--- src/pkg/adc_sel_pkg.sv ---
`default_nettype none
package adc_sel_pkg;
	// Register byte offsets on the AXI4-Lite bus
	localparam logic [3:0] OFF_INPUT_SELECT = 4'h0;
	localparam logic [3:0] OFF_CONTROL = 4'h4;
	localparam logic [3:0] OFF_RESULT = 4'h8;
	localparam logic [3:0] OFF_IRQ_STATUS = 4'hc;
	localparam logic [3:0] OFF_IRQ_MASK = 4'h0;
	localparam logic [4:0] OFF_IRQ_MASK_FULL = 5'h10;
	// Field positions of the input select register
	localparam int REF_HI = 7;
	localparam int REF_LO = 6;
	localparam int ALIGN_BIT = 5;
	localparam int CHAN_HI = 4;
	// Reset value and sizes
	localparam logic [7:0] INPUT_SELECT_RESET = 8'h00;
	localparam int RESULT_BITS = 10;
	localparam int SAR_CYCLES = 13;
	// Bus response codes
	localparam logic [1:0] RESP_OKAY = 2'b00;
	localparam logic [1:0] RESP_SLVERR = 2'b10;
	// Reference encodings
	typedef enum logic [1:0] {
		REF_EXTERNAL = 2'b00,
		REF_SUPPLY = 2'b01,
		REF_RESERVED = 2'b10,
		REF_INTERNAL = 2'b11
	} reference_t;
	// Setting applied to the analog front end
	typedef struct packed {
		reference_t reference_select;
		logic [4:0] channel_select;
	} analog_setting_t;
	typedef enum logic [1:0] {
		SAR_IDLE = 2'b00,
		SAR_RUN = 2'b01,
		SAR_DONE = 2'b10
	} sar_state_t;
endpackage : adc_sel_pkg
`default_nettype wire

--- src/hdl/adc_input_reference_select.sv ---
// What this block does
// A 10-bit unsigned result is formed by successive approximation, zero at ground, all ones at the reference.
// Bits 7:6 pick the reference: 00 external pin with internal off, 01 analog supply, 10 reserved, 11 internal 2.56V.
// Reference or channel rewrites during a conversion apply only once it completes and its flag is set.
// Bits 4:0 route an analog input combination, and pick gain on differential channels.
// Bit 5 set left-aligns the result; clear right-aligns it.
// A change of bit 5 reshapes the result register at once, even mid-conversion.
// The result sits in 16 bits: 9:0 when right-aligned, 15:6 when left-aligned, other bits zero.
`timescale 1ns/1ns
`default_nettype none
module adc_input_reference_select
	import adc_sel_pkg::*;
#(
	parameter int BITS = RESULT_BITS
)
(
	// Clock and reset
	input wire logic clock,
	input wire logic rst_b,
	// AXI4-Lite write address and data
	input wire logic [4:0] s_axi_awaddr,
	input wire logic s_axi_awvalid,
	output logic s_axi_awready,
	input wire logic [31:0] s_axi_wdata,
	input wire logic [3:0] s_axi_wstrb,
	input wire logic s_axi_wvalid,
	output logic s_axi_wready,
	// AXI4-Lite write response
	output logic [1:0] s_axi_bresp,
	output logic s_axi_bvalid,
	input wire logic s_axi_bready,
	// AXI4-Lite read
	input wire logic [4:0] s_axi_araddr,
	input wire logic s_axi_arvalid,
	output logic s_axi_arready,
	output logic [31:0] s_axi_rdata,
	output logic [1:0] s_axi_rresp,
	output logic s_axi_rvalid,
	input wire logic s_axi_rready,
	// Analog front end
	output adc_sel_pkg::analog_setting_t analog_setting,
	output logic [BITS-1:0] dac_trial,
	input wire logic comparator_high,
	// Interrupt
	output logic irq
);
	import adc_sel_pkg::*;

	typedef struct packed {
		logic aw_held;
		logic [4:0] aw_addr;
		logic w_held;
		logic [31:0] w_data;
		logic [3:0] w_strb;
		logic bvalid;
		logic [1:0] bresp;
		logic rvalid;
		logic [31:0] rdata;
		logic [1:0] rresp;
		logic [7:0] input_select;
		analog_setting_t applied;
		logic pending;
		logic complete_flag;
		logic irq_mask;
		logic start;
		logic irq;
	} regs_t;
	regs_t cur, next_cur;

	logic busy, done;
	logic [BITS-1:0] trial, raw_result;
	logic [15:0] shaped;

	// SAR conversion
	sar_engine #(
		.BITS(BITS)
	) engine (
		.clock(clock),
		.rst_b(rst_b),
		.start(cur.start),
		.comparator_high(comparator_high),
		.busy(busy),
		.done(done),
		.trial(trial),
		.result(raw_result)
	);

	// Aligns a result; combinational so alignment acts with no delay
	function automatic logic [15:0] align(input logic [BITS-1:0] r,
		input logic left);
		logic [15:0] w;
		w = 16'h0000;
		w[BITS-1:0] = r;
		// Pad to 16 bits
		if (left)
			w = w << (16 - BITS);
		return w;
	endfunction : align

	// Alignment picks the shape
	// Read straight from the live bit
	assign shaped = align(raw_result, cur.input_select[ALIGN_BIT]);

	always_comb
	begin
		logic wr_go;
		logic rd_go;
		logic [31:0] wd;
		wr_go = 1'b0;
		rd_go = 1'b0;
		wd = 32'h0000_0000;
		next_cur = cur;
		next_cur.start = 1'b0;

		// Capture address and data independently, either order
		if (s_axi_awvalid && !cur.aw_held)
		begin
			next_cur.aw_held = 1'b1;
			next_cur.aw_addr = s_axi_awaddr;
		end
		if (s_axi_wvalid && !cur.w_held)
		begin
			next_cur.w_held = 1'b1;
			next_cur.w_data = s_axi_wdata;
			next_cur.w_strb = s_axi_wstrb;
		end
		wr_go = cur.aw_held && cur.w_held && !cur.bvalid;
		wd = cur.w_data;

		// A completed conversion sets the flag
		if (done)
			next_cur.complete_flag = 1'b1;

		// Held setting moves only on completion
		if (done && cur.pending)
		begin
			next_cur.applied.reference_select =
				reference_t'(cur.input_select[REF_HI:REF_LO]);
			next_cur.applied.channel_select = cur.input_select[CHAN_HI:0];
			next_cur.pending = 1'b0;
		end

		if (wr_go)
		begin
			next_cur.aw_held = 1'b0;
			next_cur.w_held = 1'b0;
			next_cur.bvalid = 1'b1;
			next_cur.bresp = RESP_OKAY;
			if (cur.aw_addr == {1'b0, OFF_INPUT_SELECT})
			begin
				if (cur.w_strb[0])
				begin
					next_cur.input_select = wd[7:0];
					// Idle: apply at once
					if (!busy && !cur.start)
					begin
						next_cur.applied.reference_select =
							reference_t'(wd[REF_HI:REF_LO]);
						next_cur.applied.channel_select = wd[CHAN_HI:0];
						next_cur.pending = 1'b0;
					end
					else
						next_cur.pending = 1'b1;
				end
			end
			else if (cur.aw_addr == {1'b0, OFF_CONTROL})
			begin
				// Bit 0 starts a conversion when idle
				if (cur.w_strb[0] && wd[0] && !busy)
					next_cur.start = 1'b1;
			end
			else if (cur.aw_addr == {1'b0, OFF_IRQ_STATUS})
			begin
				// Write one clears; a new completion wins
				if (cur.w_strb[0] && wd[0] && !done)
					next_cur.complete_flag = 1'b0;
			end
			else if (cur.aw_addr == OFF_IRQ_MASK_FULL)
			begin
				if (cur.w_strb[0])
					next_cur.irq_mask = wd[0];
			end
			else if (cur.aw_addr != {1'b0, OFF_RESULT})
				next_cur.bresp = RESP_SLVERR;
		end
		if (cur.bvalid && s_axi_bready)
			next_cur.bvalid = 1'b0;

		// Read decode
		rd_go = s_axi_arvalid && !cur.rvalid;
		if (rd_go)
		begin
			next_cur.rvalid = 1'b1;
			next_cur.rresp = RESP_OKAY;
			next_cur.rdata = 32'h0000_0000;
			if (s_axi_araddr == {1'b0, OFF_INPUT_SELECT})
				next_cur.rdata[7:0] = cur.input_select;
			else if (s_axi_araddr == {1'b0, OFF_CONTROL})
				next_cur.rdata[1] = busy | cur.start;
			else if (s_axi_araddr == {1'b0, OFF_RESULT})
				next_cur.rdata[15:0] = shaped;
			else if (s_axi_araddr == {1'b0, OFF_IRQ_STATUS})
				next_cur.rdata[0] = cur.complete_flag;
			else if (s_axi_araddr == OFF_IRQ_MASK_FULL)
				next_cur.rdata[0] = cur.irq_mask;
			else
				next_cur.rresp = RESP_SLVERR;
		end
		else if (cur.rvalid && s_axi_rready)
			next_cur.rvalid = 1'b0;

		next_cur.irq = next_cur.complete_flag & next_cur.irq_mask;
	end

	// Single state register
	always_ff @(posedge clock or negedge rst_b)
	begin
		if (!rst_b)
		begin
			cur <= '0;
			cur.input_select <= INPUT_SELECT_RESET;
		end
		else
			cur <= next_cur;
	end

	// Outputs straight from flip-flops
	assign s_axi_awready = !cur.aw_held;
	assign s_axi_wready = !cur.w_held;
	assign s_axi_bvalid = cur.bvalid;
	assign s_axi_bresp = cur.bresp;
	assign s_axi_arready = !cur.rvalid;
	assign s_axi_rvalid = cur.rvalid;
	assign s_axi_rdata = cur.rdata;
	assign s_axi_rresp = cur.rresp;
	assign analog_setting = cur.applied;
	assign dac_trial = trial; // Engine flop: no lag, comparator judges this bit
	assign irq = cur.irq;
endmodule : adc_input_reference_select
`default_nettype wire

--- src/hdl/sar_engine.sv ---
`timescale 1ns/1ns
`default_nettype none
module sar_engine
	import adc_sel_pkg::*;
#(
	parameter int BITS = 10
)
(
	// Clock and reset
	input wire logic clock,
	input wire logic rst_b,
	// Control
	input wire logic start,
	// Comparator answer from the analog core
	input wire logic comparator_high,
	// Status and result
	output logic busy,
	output logic done,
	output logic [BITS-1:0] trial,
	output logic [BITS-1:0] result
);
	typedef struct packed {
		sar_state_t state;
		logic [BITS-1:0] trial;
		logic [BITS-1:0] bit_mask;
		logic [BITS-1:0] result;
		logic done;
	} sar_regs_t;
	sar_regs_t cur, next_cur;

	// One bit decided per cycle, most significant first
	always_comb
	begin
		next_cur = cur;
		next_cur.done = 1'b0;
		case (cur.state)
			SAR_IDLE:
			begin
				if (start)
				begin
					next_cur.state = SAR_RUN;
					next_cur.bit_mask = {1'b1, {(BITS-1){1'b0}}};
					next_cur.trial = {1'b1, {(BITS-1){1'b0}}};
				end
			end
			SAR_RUN:
			begin
				// Trial above input: drop this bit
				if (comparator_high)
					next_cur.trial = cur.trial & ~cur.bit_mask;
				next_cur.bit_mask = cur.bit_mask >> 1;
				next_cur.trial = next_cur.trial | (cur.bit_mask >> 1);
				if (cur.bit_mask[0])
					next_cur.state = SAR_DONE;
			end
			SAR_DONE:
			begin
				next_cur.result = cur.trial;
				next_cur.done = 1'b1;
				next_cur.state = SAR_IDLE;
			end
			default:
				next_cur.state = SAR_IDLE;
		endcase
	end

	always_ff @(posedge clock or negedge rst_b)
	begin
		if (!rst_b)
			cur <= '0;
		else
			cur <= next_cur;
	end

	assign busy = cur.state != SAR_IDLE;
	assign done = cur.done;
	assign trial = cur.trial;
	assign result = cur.result;
endmodule : sar_engine
`default_nettype wire

--- config.mk ---
export PLATFORM = sky130hd
export DESIGN_NAME = adc_input_reference_select
export DESIGN_NICKNAME = d
export VERILOG_FILES = /design/src/pkg/adc_sel_pkg.sv /design/src/hdl/adc_input_reference_select.sv /design/src/hdl/sar_engine.sv
export SDC_FILE = /design/constraint.sdc
export NUM_CORES = 1
export LEC_CHECK = 0
export BUFFER_PORTS_ARGS = -buffer_cell sky130_fd_sc_hd__clkbuf_2
export CAP_MARGIN = 20
export CORE_MARGIN = 1.5
export CORE_UTILIZATION = 52
export CTS_BUF_LIST = sky130_fd_sc_hd__clkbuf_4 sky130_fd_sc_hd__clkbuf_8 sky130_fd_sc_hd__clkbuf_16
export CTS_CLUSTER_DIAMETER = 200
export DETAILED_ROUTE_END_ITERATION = 10
export PLACE_DENSITY = 0.76
export REMOVE_ABC_BUFFERS = 1
export SLEW_MARGIN = 20
export SYNTH_ARGS = -nofsm -noshare
export SYNTH_HDL_FRONTEND = slang
export SYNTH_SLANG_ARGS = --single-unit
--- constraint.sdc ---
create_clock -name clock -period 1.95 [get_ports clock]
set_input_delay 0.195 -clock clock [delete_from_list [all_inputs] [get_ports clock]]
set_output_delay 0.195 -clock clock [all_outputs]
set_load 0.01 [all_outputs]
* After elaboration in Yosys (flattened, before gate mapping) *
Cells that the tools add are included.
W data, S select, Z words.

storage, ports and cells
  register bits = 118
  input bits = 54
  output and inout bits = 59
  word-level logic and storage cells = 121

operators by class
  equal/unequal tests = 12
  muxes and demuxes = 50
  bitwise gates (word level) = 5
  reduce and logical (&&, ||, !) cells = 31

operators with widths
  cell                  number
  $mux W8               5
  $pmux W20 S2          1
  $mux W37              1
  $mux W2               11
  $mux W22              1
  $mux W10              2
  $mux W1               19
  $mux W16              1
  $eq A5 B4 Y1 const B  3
  $mux W15              1
  $mux W14              1
  $logic_and A1 B1 Y1   12
  $reduce_bool A2 Y1    6
  $mux W11              1
  $and A10 B10 Y10      1
  $eq A5 B3 Y1 const B  2
  $eq A5 B5 Y1 const B  2
  $logic_not A5 Y1      2
  $not A10 Y10          1
  $or A10 B9 Y10        1
  $mux W3               3
  $logic_not A1 Y1      7
  $mux W7               1
  $mux W6               1
  other kinds (11)      12

* Logic depth before layout (Yosys ltp) *
  word-level depth = 8
  depth in mapped cells = 5
  mapped depth without buffers = 3

* Hierarchy *
A second synthesis with hierarchy kept.

second synthesis, totals
  cells, all modules = 377
  area total of the unflattened synthesis = 4370.4 sq um

by module, submodules not included
  module                      times used  cells an instance  area each (sq um)  sequential area each (sq um)
  adc_input_reference_select  1           264                2904.0             1401.3
  sar_engine                  1           113                1466.4             825.8

* Worst setup path before layout *
No wires, ideal clock.

  path kind = flip-flop to flip-flop
  start = register cur (netlist bit s_axi_bvalid)
  end = register cur[12] (netlist bit)
  setup time = 0.125 ns
  arrival time = 1.253 ns
  data required time = 1.825 ns
  slack = 0.572 ns
  cell stages (with the launch flop) = 5
  path buffers = 1
  clock period less this slack = 1.378 ns
  cell sequence = dfrtp_1 and3b_1 buf_6 nand3_2 mux2_2

between the ends
  cells in the longest elaborated chain, start to end = 3

ends and longest elaborated chain
  what                         line                               source
  start: declaration           adc_input_reference_select.sv:68   regs_t cur, next_cur;
  start signal: assignment     adc_input_reference_select.sv:224  cur <= next_cur;
  $logic_not A1 Y1             adc_input_reference_select.sv:127  wr_go = cur.aw_held && cur.w_held && !cur.bvalid;
  $logic_and A1 B1 Y1          adc_input_reference_select.sv:127
  $reduce_and A3 Y1 (no line)  n/a

Every way passes these cells.
A chain may end at the register's enable or synchronous reset.

==> flow_summary.json <==
{
  "post-route-min-period_ps": 1600,
  "relSlewSlack_pct": 58.5,
  "worst_hold_startpoint": "s_axi_rready",
  "grt_pass1_wl_mm": 12.7,
  "initial_core_util_pct": 53.6,
  "rsz0062_at_grt": "no",
  "p_seq_share_pct": 52.8,
  "cts_setup_buffers": 0,
  "synth.distinct_cells": 44,
  "intPower_uw": 3440,
  "wl_mm": 7.61,
  "globalplace.congestion": 0.816,
  "fill_cells": 647,
  "cp_cell_sequence": "nor3_1 -> nand4_2 -> mux2_2",
  "ir_drop_v": 0.000390,
  "synthFlopType": "dfrtp_1",
  "htreeDepth": 3,
  "drc": 0,
  "tightest_slew_ps": 622,
  "avgRoutedWirePerCell_um": 15.6,
  "worstHoldPathType": "in -> reg",
  "core_um2": 7730,
  "max_stage_delay_ps": 430,
  "swShare_pct": 33.1,
  "insertion_delay_ps": 360,
  "dr_total_vias": 2643,
  "fmax_mhz": 623,
  "async_reset_ff_share_pct": 100,
  "clk_pin_slew_worst_paths_ps": 90,
  "ys_warn_count": 0,
  "p_leak_uw": 0.00219,
  "synth_area_um2": 4140,
  "power_switching_uw": 1700,
  "dp.cells": 470,
  "startpoint_type": "register",
  "cp-end-kind": "register",
  "crit_slowest_cell": "dfrtp_1",
  "area_delta_synth_final_pct": 7.49,
  "cts_resized": 0,
  "r2r_start": "engine.cur[32]$_DFFE_PN0P_",
  "crit_buf_inv": 0,
  "pwr-share-comb_pct": 24.7,
  "maxCapViolations": 0,
  "crit_start": "engine.cur[32]$_DFFE_PN0P_",
  "fp.dieH_um": 92.3,
  "path_max_fanout": 8,
  "fp.dieArea_um2": 8510,
  "arrival_ps": 1860,
  "cts_root_buf": "clkbuf_8",
  "setup_tns_ps": 0,
  "grt_overflow": 0,
  "ios": 113,
  "dr.pass1.iters": 4,
  "drive_above_1_share_pct": 37.4,
  "yosysTopAreaCellShare_pct": 53.7,
  "synthCells": 345,
  "power_density_nw_per_um2": 1150,
  "most-common-layout-cells": "89 x dfrtp_1, 66 x clkbuf_2, 46 x mux2_2",
  "synth_seq_cells": 89,
  "synth_top_cell_by_area": "dfrtp_1",
  "synth_edf_count": 0,
  "critPathTopFamily": "simple AND/OR/NAND/NOR gates",
  "ys_top_cells_by_area": "dfrtp_1 54%, mux2_2 13%, buf_4 9.6%, a22o_1 3.2%, a32o_1 2.4%",
  "synth-seq-area-share_pct": 53.7,
  "fp.dieW_um": 92.3,
  "numCtsBuffers": 9,
  "fin_skew_ps": 5.49,
  "grt_pass1_vias": 2594,
  "layoutNonFillerInstCount": 487,
  "clock_path_buffers": 2,
  "clkPwrFrac_pct": 22.4,
  "tritoncts": "done",
  "avgSynthCellArea_um2": 12.0,
  "grt_usage_pct": 19.7,
  "drv_slew": 0,
  "rows": 32,
  "finalCritPeriodShare_pct": 82.3,
  "holdBufCountCts": 1,
  "criticalPathCategory": "reg -> reg",
  "via_per_inst": 5.43,
  "nets": 434,
  "drt-initial-drc-count": 91,
  "antenna_left": 0,
  "port_buffers": 67,
  "grt_antenna_before_repair": 0,
  "hold_viol": 0,
  "setup_viol": 0,
  "crit_required_ps": 2200,
  "dp_hpwl_mm": 5.52,
  "diodes": 0,
  "final_common_cell": "dfrtp_1",
  "grt_max_degree": 54,
  "cts_sinks": 89,
  "outcome": "finished clean"
}
[registers in the layout, indices dropped and copies added, names as in the netlist]
register,cells
s_axi_rresp,1
engine.done,1
irq,1
s_axi_bresp,1
s_axi_rdata,16
analog_setting,7
engine.trial,10
engine.result,10
s_axi_bvalid,1
cur,28
s_axi_rvalid,1
engine.cur,12
[final timing paths]
check / to / slack, ps / cells after the start
worst min-delay path: s_axi_rvalid$_DFFE_PN0P_ / 10 / 2
worst max register to register: analog_setting[4]$_DFF_PN0_ / 350 / 3
worst max-delay path: analog_setting[4]$_DFF_PN0_ / 350 / 3
min in group asynchronous: engine.trial[7]$_DFFE_PN0P_ / 330 / 2
max in group asynchronous: s_axi_bvalid$_DFFE_PN0P_ / 990 / 3
worst min register to register: s_axi_rdata[8]$_DFFE_PN0P_ / 500 / 2
[per-layer routing]
metal | routed length, µm | global-route usage (%) | vias to the layer above
li1 | - | - | 1230
met1 | 3390 | 26.4 | 1321
met2 | 3700 | 30.2 | 80
met3 | 357 | 4.81 | 12
met4 | 157 | 8.97 | 0
met5 | 0 | 0 | -
[logic make-up (layout without fill, tap and decap cells)]
kind of cell    Yosys count  in the layout  share of synthesized area (%)
simple gates             71             71                           10.1
compound gates           58             58                           10.7
flops                    89             89                           53.7
other cells               1             18                         0.0905
buf+inv                  78            101                           12.3
mux                      48             48                           13.0
[metrics by stage]
| step | hold WS [ps] | total power, µW | util [%] | setup slack, ps | instance area (µm²) |
|---|---|---|---|---|---|
| final | 12.4 | 5140 | 57.6 | 345 | 4450 |
| after floorplan | -101 | 3490 | - | 142 | 3730 |
| after CTS | 1.34 | 5190 | 57.6 | 340 | 4450 |
| after detailed placement | 186 | 4030 | 55.2 | 351 | 4270 |
| after global routing | 8.88 | 5460 | 57.6 | 236 | 4450 |
| after global placement | 188 | 3960 | 55.2 | 378 | 4270 |
[power by group through the flow]
stage	combinational (µW)	clock (µW)	sequential (µW)
2_1_floorplan	792	0	2700
3_3_place_gp	1230	0	2720
3_5_place_dp	1280	0	2760
4_1_cts	1290	1180	2720
5_1_grt	1410	1260	2790
6_report	1270	1150	2720
[cells in the mapped netlist (3+ instances only)]
| library cell | number |
|---|---|
| a32o_1 | 10 |
| a22o_1 | 15 |
| buf_2 | 9 |
| a31oi_1 | 8 |
| a21oi_1 | 3 |
| mux2_2 | 46 |
| o21ai_0 | 11 |
| nand2_1 | 17 |
| nand2b_1 | 3 |
| nand3_1 | 5 |
| dfrtp_1 | 89 |
| nand4b_1 | 4 |
| clkbuf_1 | 5 |
| buf_4 | 53 |
| nor2b_1 | 7 |
| nor2_1 | 17 |
| inv_1 | 10 |
[cell type report]
| class | count | area [µm²] | share of cell area [%] |
|---|---|---|---|
| Clock buffer | 9 | 124 | 2.78 |
| Inverter | 10 | 37.5 | 0.843 |
| Timing Repair Buffer | 75 | 413 | 9.27 |
| Tap cell | 102 | 128 | 2.87 |
| Multi-Input combinational cell | 195 | 1470 | 33.0 |
| Clock inverter | 7 | 55.1 | 1.24 |
| Sequential cell | 89 | 2230 | 50.0 |
No activity file was read; power rests on OpenSTA's default activity.
